--- config.mk ---
export PLATFORM = sky130hd
export DESIGN_NAME = cais_core
export DESIGN_NICKNAME = d
export VERILOG_FILES = /design/src/design/cais_pkg.sv /design/src/design/cais_steer_if.sv /design/src/design/cais_line_steer.sv /design/src/design/cais_core.sv
export SDC_FILE = /design/constraint.sdc
export NUM_CORES = 1
export LEC_CHECK = 0
export BUFFER_PORTS_ARGS = -buffer_cell sky130_fd_sc_hd__buf_2
export CORE_MARGIN = 1.5
export CORE_UTILIZATION = 35
export DETAILED_ROUTE_END_ITERATION = 12
export GPL_TIMING_DRIVEN = 0
export PLACE_DENSITY = 0.73
export SLEW_MARGIN = 20
export SYNTH_ARGS = -nofsm -noshare
export SYNTH_HDL_FRONTEND = slang
export SYNTH_SLANG_ARGS = --single-unit
--- constraint.sdc ---
create_clock -name clk_sys -period 3.23 [get_ports clk_sys]
set_clock_uncertainty 0.05 [all_clocks]
set_input_delay 0.323 -clock clk_sys [delete_from_list [all_inputs] [get_ports clk_sys]]
set_output_delay 0.323 -clock clk_sys [all_outputs]
set_load 0.01 [all_outputs]
--- src/design/cais_pkg.sv ---
package cais_pkg;

    // register offsets inside the bus-master i/o window
    localparam logic [7:0] CAIS_OFS_ACCESS_LOCK = 8'h34;
    localparam logic [7:0] CAIS_OFS_STEERING_MAP = 8'h80;

    // reset values
    localparam logic [7:0] CAIS_RST_ACCESS_LOCK = 8'h00;
    localparam logic [7:0] CAIS_RST_STEERING_MAP = 8'h00;

    // field positions of codec_access_lock
    localparam int CAIS_LOCK_FLAG_BIT = 0;

    // field positions of input_line_steering_map
    localparam int CAIS_SEL2_MSB = 7;
    localparam int CAIS_SEL2_LSB = 6;
    localparam int CAIS_SEL1_MSB = 5;
    localparam int CAIS_SEL1_LSB = 4;
    localparam int CAIS_STEER_ON_BIT = 3;
    localparam int CAIS_MAP_RSVD_BIT = 2;
    localparam int CAIS_LAST_SRC_MSB = 1;
    localparam int CAIS_LAST_SRC_LSB = 0;

    // line select codes
    localparam logic [1:0] CAIS_LINE_0 = 2'h0;
    localparam logic [1:0] CAIS_LINE_1 = 2'h1;
    localparam logic [1:0] CAIS_LINE_2 = 2'h2;
    localparam logic [1:0] CAIS_LINE_RSVD = 2'h3;

    // documented number of codec serial input lines
    localparam int CAIS_NUM_LINES = 3;

    // semaphore state
    typedef enum logic [0:0] {
        CAIS_LOCK_FREE,
        CAIS_LOCK_OWNED
    } cais_lock_state_t;

endpackage

--- src/design/cais_steer_if.sv ---
`timescale 1ns/100ps
interface cais_steer_if #(
    parameter int NUM_LINES = 3
);
    logic steer_on;
    logic [1:0] first_select;
    logic [1:0] second_select;
    logic [NUM_LINES-1:0] lines;
    logic first_data;
    logic second_data;

    modport ctrl (
        output steer_on,
        output first_select,
        output second_select,
        output lines,
        input first_data,
        input second_data
    );

    modport mux (
        input steer_on,
        input first_select,
        input second_select,
        input lines,
        output first_data,
        output second_data
    );
endinterface

--- src/design/cais_line_steer.sv ---
`timescale 1ns/100ps
module cais_line_steer
    import cais_pkg::*;
#(
    parameter int NUM_LINES = 3
)
(
    cais_steer_if.mux steer
);

    ////////////////////////////////////////////////////////////////////////
    // per-line select match; a reserved code matches no line
    logic [NUM_LINES-1:0] pick_first;
    logic [NUM_LINES-1:0] pick_second;
    logic or_all;

    genvar g;
    generate
        for (g = 0; g < NUM_LINES; g++)
        begin : g_line
            assign pick_first[g] = steer.lines[g] && (steer.first_select == 2'(g));
            assign pick_second[g] = steer.lines[g] && (steer.second_select == 2'(g));
        end
    endgenerate

    assign or_all = |steer.lines;

    ////////////////////////////////////////////////////////////////////////
    // steering off: first path gets the or, second path is idle
    assign steer.first_data = steer.steer_on ? (|pick_first) : or_all;
    assign steer.second_data = steer.steer_on ? (|pick_second) : 1'b0;

endmodule

--- src/design/cais_core.sv ---
`timescale 1ns/100ps
// Functional notes
// semaphore read returns flag, then sets it
// hardware clears flag when access completes; a lock read in the same cycle keeps it set
// flag zero when idle; bits 7:1 reserved
// driver reads semaphore before codec access
// semaphore at 34h, 8 bits, reset 00h
// steering on keeps input lines separate
// steering off ORs lines; second engines off
// bits 7:6 pick second path line
// bits 5:4 pick first path line
// steering off: first path uses OR
// bits 1:0 record last read line
// steering map at 80h, reset 00h, bit2 reserved
// read while owned returns 1, stays set
module cais_core
    import cais_pkg::*;
#(
    parameter int NUM_LINES = CAIS_NUM_LINES
)
(
    // clock and reset
    input wire logic clk_sys,
    input wire logic reset_n,
    // bus-master i/o window access
    input wire logic [7:0] io_offset,
    input wire logic io_read,
    input wire logic io_write,
    input wire logic [7:0] io_write_data,
    output logic [7:0] io_read_data,
    output logic io_read_valid,
    // codec register access engine
    input wire logic codec_access_done,
    input wire logic codec_read_done,
    input wire logic [1:0] codec_read_line,
    // codec serial input lines, one sampled bit per line
    input wire logic [NUM_LINES-1:0] codec_serial_input,
    // dma engine slot data
    output logic first_input_data,
    output logic second_input_data,
    output logic second_engines_available
);

    ////////////////////////////////////////////////////////////////////////
    // elaboration check: two-bit select codes reach lines 0 to 2 only
    generate
        if (NUM_LINES < 1 || NUM_LINES > CAIS_NUM_LINES)
        begin : g_bad_lines
            $error("cais_core: NUM_LINES must lie between 1 and 3");
        end
        // the read view packs the map fields side by side
        if (CAIS_SEL2_LSB != CAIS_SEL1_MSB + 1 || CAIS_SEL1_LSB != CAIS_STEER_ON_BIT + 1)
        begin : g_bad_fields
            $error("cais_core: steering map fields must be adjacent");
        end
    endgenerate

    ////////////////////////////////////////////////////////////////////////
    // decode
    logic hit_lock;
    logic hit_map;
    logic lock_read;
    logic map_write;

    assign hit_lock = (io_offset == CAIS_OFS_ACCESS_LOCK);
    assign hit_map = (io_offset == CAIS_OFS_STEERING_MAP);
    assign lock_read = io_read && hit_lock;
    assign map_write = io_write && hit_map;

    ////////////////////////////////////////////////////////////////////////
    // codec access semaphore
    cais_lock_state_t lock_state;
    cais_lock_state_t next_lock_state;
    logic lock_flag;

    assign lock_flag = (lock_state == CAIS_LOCK_OWNED);

    // a read in the same cycle as completion re-arms the flag:
    // the new reader still reads 1, and the flag stays set past the old access
    always_comb
    begin
        next_lock_state = lock_state;
        case (lock_state)
            CAIS_LOCK_FREE:
            begin
                if (lock_read)
                begin
                    next_lock_state = CAIS_LOCK_OWNED;
                end
            end
            CAIS_LOCK_OWNED:
            begin
                if (lock_read)
                begin
                    next_lock_state = CAIS_LOCK_OWNED;
                end
                else if (codec_access_done)
                begin
                    next_lock_state = CAIS_LOCK_FREE;
                end
            end
            default:
            begin
                next_lock_state = CAIS_LOCK_FREE;
            end
        endcase
    end

    // reset leaves the lock free, matching the 00h value
    always_ff @(posedge clk_sys or negedge reset_n)
    begin
        if (!reset_n)
        begin
            lock_state <= CAIS_LOCK_FREE;
        end
        else
        begin
            lock_state <= next_lock_state;
        end
    end

    ////////////////////////////////////////////////////////////////////////
    // steering map writable fields
    logic line_steering_on;
    logic [1:0] first_input_line_select;
    logic [1:0] second_input_line_select;

    // steering enable; it also gates the second engines
    always_ff @(posedge clk_sys or negedge reset_n)
    begin
        if (!reset_n)
        begin
            line_steering_on <= CAIS_RST_STEERING_MAP[CAIS_STEER_ON_BIT];
        end
        else if (map_write)
        begin
            line_steering_on <= io_write_data[CAIS_STEER_ON_BIT];
        end
    end

    // select fields are stored even while steering is off; they are ignored
    always_ff @(posedge clk_sys or negedge reset_n)
    begin
        if (!reset_n)
        begin
            first_input_line_select <= CAIS_RST_STEERING_MAP[CAIS_SEL1_MSB:CAIS_SEL1_LSB];
        end
        else if (map_write)
        begin
            first_input_line_select <= io_write_data[CAIS_SEL1_MSB:CAIS_SEL1_LSB];
        end
    end

    // second path select, live only with steering on
    always_ff @(posedge clk_sys or negedge reset_n)
    begin
        if (!reset_n)
        begin
            second_input_line_select <= CAIS_RST_STEERING_MAP[CAIS_SEL2_MSB:CAIS_SEL2_LSB];
        end
        else if (map_write)
        begin
            second_input_line_select <= io_write_data[CAIS_SEL2_MSB:CAIS_SEL2_LSB];
        end
    end

    ////////////////////////////////////////////////////////////////////////
    // last read source line, read-only to software
    logic [1:0] last_read_source_line;

    // a reserved line code from the engine is kept as given
    always_ff @(posedge clk_sys or negedge reset_n)
    begin
        if (!reset_n)
        begin
            last_read_source_line <= CAIS_RST_STEERING_MAP[CAIS_LAST_SRC_MSB:CAIS_LAST_SRC_LSB];
        end
        else if (codec_read_done)
        begin
            last_read_source_line <= codec_read_line;
        end
    end

    ////////////////////////////////////////////////////////////////////////
    // register read data; pre-read flag value is returned
    logic [7:0] lock_view;
    logic [7:0] map_view;
    logic [7:0] next_read_data;

    // reserved lock bits tie low
    always_comb
    begin
        lock_view = 8'h00;
        lock_view[CAIS_LOCK_FLAG_BIT] = lock_flag;
    end

    // bit 2 has no storage, it is wired low
    always_comb
    begin
        map_view = 8'h00;
        map_view[CAIS_SEL2_MSB:CAIS_SEL2_LSB] = second_input_line_select;
        map_view[CAIS_SEL1_MSB:CAIS_SEL1_LSB] = first_input_line_select;
        map_view[CAIS_STEER_ON_BIT] = line_steering_on;
        map_view[CAIS_MAP_RSVD_BIT] = 1'b0;
        map_view[CAIS_LAST_SRC_MSB:CAIS_LAST_SRC_LSB] = last_read_source_line;
    end

    // unmapped offsets read as zero
    always_comb
    begin
        case (io_offset)
            CAIS_OFS_ACCESS_LOCK:
            begin
                next_read_data = lock_view;
            end
            CAIS_OFS_STEERING_MAP:
            begin
                next_read_data = map_view;
            end
            default:
            begin
                next_read_data = 8'h00;
            end
        endcase
    end

    // answer strobe, one cycle after each read
    always_ff @(posedge clk_sys or negedge reset_n)
    begin
        if (!reset_n)
        begin
            io_read_valid <= 1'b0;
        end
        else
        begin
            io_read_valid <= io_read;
        end
    end

    // data holds until the next read so a slow master can still pick it up
    always_ff @(posedge clk_sys or negedge reset_n)
    begin
        if (!reset_n)
        begin
            io_read_data <= 8'h00;
        end
        else if (io_read)
        begin
            io_read_data <= next_read_data;
        end
    end

    ////////////////////////////////////////////////////////////////////////
    // input line steering
    cais_steer_if #(.NUM_LINES(NUM_LINES)) steer ();

    assign steer.steer_on = line_steering_on;
    assign steer.first_select = first_input_line_select;
    assign steer.second_select = second_input_line_select;
    assign steer.lines = codec_serial_input;

    cais_line_steer #(
        .NUM_LINES(NUM_LINES)
    ) u_line_steer (
        .steer(steer.mux)
    );

    // slot data registered once so the engines see clean levels
    always_ff @(posedge clk_sys or negedge reset_n)
    begin
        if (!reset_n)
        begin
            first_input_data <= 1'b0;
        end
        else
        begin
            first_input_data <= steer.first_data;
        end
    end

    // idles low while steering is off
    always_ff @(posedge clk_sys or negedge reset_n)
    begin
        if (!reset_n)
        begin
            second_input_data <= 1'b0;
        end
        else
        begin
            second_input_data <= steer.second_data;
        end
    end

    // lags the enable by one cycle, in step with the data paths
    always_ff @(posedge clk_sys or negedge reset_n)
    begin
        if (!reset_n)
        begin
            second_engines_available <= 1'b0;
        end
        else
        begin
            second_engines_available <= line_steering_on;
        end
    end

endmodule

==> summary.txt <==
Status
  – Status: finished, final reports clean

Finish
  – Design Area, Final: 0.00107 mm²
  – Area Growth Syn to Fin: 29.3%
  – N_diodes: 0
  – Final net count: 136
  – Layout cells sized above 1: 42.6%
  – Post-route insts no fill: 136
  – Finished Core Util: approximately half

Floorplanning
  – Die Area: approximately 0.0027 mm²
  – Row cnt: 17
  – Chip width: ~52 µm
  – Core area: 0.00221 mm²
  – Starting Density: 37.4%
  – Die H: 51.6 µm
  – # IOs: 39

Power and ir drop
  – PD cells: 385 mW/mm²
  – Peak supply drop: ~0.22 mV
  – Lkg Pwr: approximately 0.53 nW

Critical path
  – CP cell instances: buf_2
  – WP data arrival: 0.82 ns
  – CP top delay family: flip-flops
  – CP Capture Type: output pin
  – Crit path kind: reg -> out
  – CP Max Fanout: 2
  – CP bufs+invs: 1
  – CP required: 2.86 ns
  – Slowest cell on the critical path: dfrtp_1
  – CP peak stage delay: 0.40 ns
  – Startpoint types: flip-flop

Timing
  – Fmax: 838 MHz
  – Setup TNS: 0 ns
  – Tcrit/Tclk final: a little under two fifths
  – Unrepaired setup endpoints after global routing: false
  – Slew Viols, Final: 0
  – Hold Vio Cnt, Final: 0
  – Final setup fails: 0
  – Final worst path period need: 1.19 ns

Place
  – Dpl cell area: 0.00103 mm²
  – GP Congestion: 0.773
  – DP Wirelength: 1260 µm
  – # port buffers: 34
  – Placed Cells: 131

Yosys
  – Synth Net Count: 96
  – Post-Syn Area: 827 µm²
  – Avg Cell Area, Syn: 12.0 µm²
  – Post-synth cell types: 23
  – Cell count after synthesis: between 60 and 70
  – Post-synthesis sequential area ratio: 57.5%
  – #FFs+latches synth: 19
  – Synth Warn #: 0

Routing
  – First DRT Iteration DRCs: 16
  – Length of the first detailed-routing pass in iterations: 4
  – Post-route DRC: 0
  – Post-DRT Antenna Nets: 0
  – Vias per inst: approximately 4.8
  – DR vias: 652
  – Drt wl/cell: roughly 11 µm
  – Wirelength, routed: roughly 1600 µm

CTS
  – CTS max path bufs: 2
  – # resized after CTS: 0
  – Worst skew pair latency: 0.28 ns
  – Root Buffer: clkbuf_4
  – Clock transition at path regs: 0.10 ns
  – CTS H-tree depth: 1
  – Cts bufs inserted: 3
  – CTS Sinks: 19
  – Post CTS Setup Buffer Count: 0
  – TritonCTS clock tree: yes

Global route
  – Initial antenna violation count: 0
  – Grt ovf: 0
  – Largest net degree at the start of global routing: 20
  – First-pass GRT wire length: 2890 µm
  – Overall Global Routing Usage: between 10 and 15%
  – Vias in the first global route: 690

Job
  – Number of max-cap violations: 0

Hold path
  – Worst Hold Class: in -> reg
[kinds of logic after synthesis]
logic type / after synthesis / share of synthesized area [%]
and+or+nand+nor: 18 / 16.6
buffers and inverters: 11 / 5.45
DFF: 19 / 57.5
muxes: 8 / 10.7
AOI/OAI and AO/OA: 12 / 9.23
other: 1 / 0.453
[metrics by stage]
stage	worst slack, ns	total power, mW	hold WS (ns)
after floorplan	1.92	0.272	-0.0226
after global placement	1.75	0.300	0.224
after detailed placement	1.73	0.302	0.228
after CTS	2.03	0.415	0.168
after global routing	1.99	0.432	0.171
final	2.04	0.412	0.171
[routing by layer]
metal	global-route usage [%]	up-vias	part of all wire [%]	routed length [µm]
li1	-	315	-	-
met1	18.0	309	42	644
met2	24.4	26	50	777
met3	3.16	2	8.0	124
met4	3.51	0	0.26	4
met5	0	-	0	0
[layout make-up]
class / count / area [µm²]
well taps: 28 / 35.0
clock inverters: 1 / 5.00
clock buffers: 3 / 22.5
flip-flops and latches: 19 / 475
fillers: 232 / 1140
multi-input cells: 39 / 307
plain buffers: 2 / 11.3
repair buffers: 35 / 180
inverters: 9 / 33.8
[sequential cells by signal (all words and copies together), names as in the netlist]
register and flops:
first_input_line_select 2, line_steering_on 1, lock_flag 1, first_input_data 1, io_read_data 7, last_read_source_line 2
second_input_data 1, second_engines_available 1, io_read_valid 1, second_input_line_select 2
[cells in the final DEF, fill, tap and decap left out, types with 2 or more instances in the layout]
| cell | n |
|---|---|
| clkbuf_4 | 3 |
| o22ai_1 | 7 |
| mux2_1 | 3 |
| nand2_1 | 8 |
| dfrtp_1 | 19 |
| buf_2 | 34 |
| nor3_1 | 2 |
| inv_1 | 9 |
| mux2_2 | 4 |
| o21ai_0 | 2 |
[cell usage after synthesis]
| library cell | number | share of area (%) |
|---|---|---|
| nor3_1 | 2 | 1.2 |
| nor4b_4 | 1 | 2.9 |
| a21oi_1 | 1 | 0.60 |
| nand3_1 | 1 | 0.60 |
| nand2b_1 | 1 | 0.76 |
| mux2i_1 | 1 | 1.2 |
| o21ai_0 | 2 | 1.2 |
| nand2_1 | 8 | 3.6 |
| a221o_1 | 1 | 1.2 |
| clkbuf_1 | 1 | 0.45 |
| conb_1 | 1 | 0.45 |
| a22oi_1 | 1 | 0.91 |
| dfrtp_1 | 19 | 57 |
| mux2_1 | 3 | 4.1 |
| nand3_4 | 1 | 2.1 |
| nor4_4 | 1 | 2.6 |
| and4b_1 | 1 | 1.2 |
| and2_1 | 1 | 0.76 |
| inv_1 | 9 | 4.1 |
| nand3b_1 | 1 | 0.91 |
| buf_4 | 1 | 0.91 |
| mux2_2 | 4 | 5.4 |
| o22ai_1 | 7 | 5.3 |
[repair_timing]
item                                    in CTS  in global routing
endpoints found under the hold margin       19                  0
hold buffers                                 1                  0
endpoints found under the setup margin       0                  0
[power breakdown]
group | switching (mW) | internal (mW) | total, mW
clock | 0.0683 | 0.0460 | 0.114
sequential | 0.00572 | 0.245 | 0.251
combinational | 0.0228 | 0.0234 | 0.0462
[final timing paths]
kind,startpoint,end,slack [ns],cells past startpoint
min in group asynchronous,reset_n,last_read_source_line[0]$_DFFE_PN0P_,0.43,2
hold reg to reg,line_steering_on$_DFFE_PN0P_,second_engines_available$_DFF_PN0_,0.44,0
setup reg to reg,first_input_line_select[0]$_DFFE_PN0P_,first_input_data$_DFF_PN0_,2.10,3
setup / recovery,io_read_data[5]$_DFFE_PN0P_,io_read_data[5],2.04,1
hold / removal,io_read,io_read_valid$_DFF_PN0_,0.17,1
max in group asynchronous,reset_n,lock_flag$_DFF_PN0_,2.41,2
No activity file was read; power rests on OpenSTA's default activity.
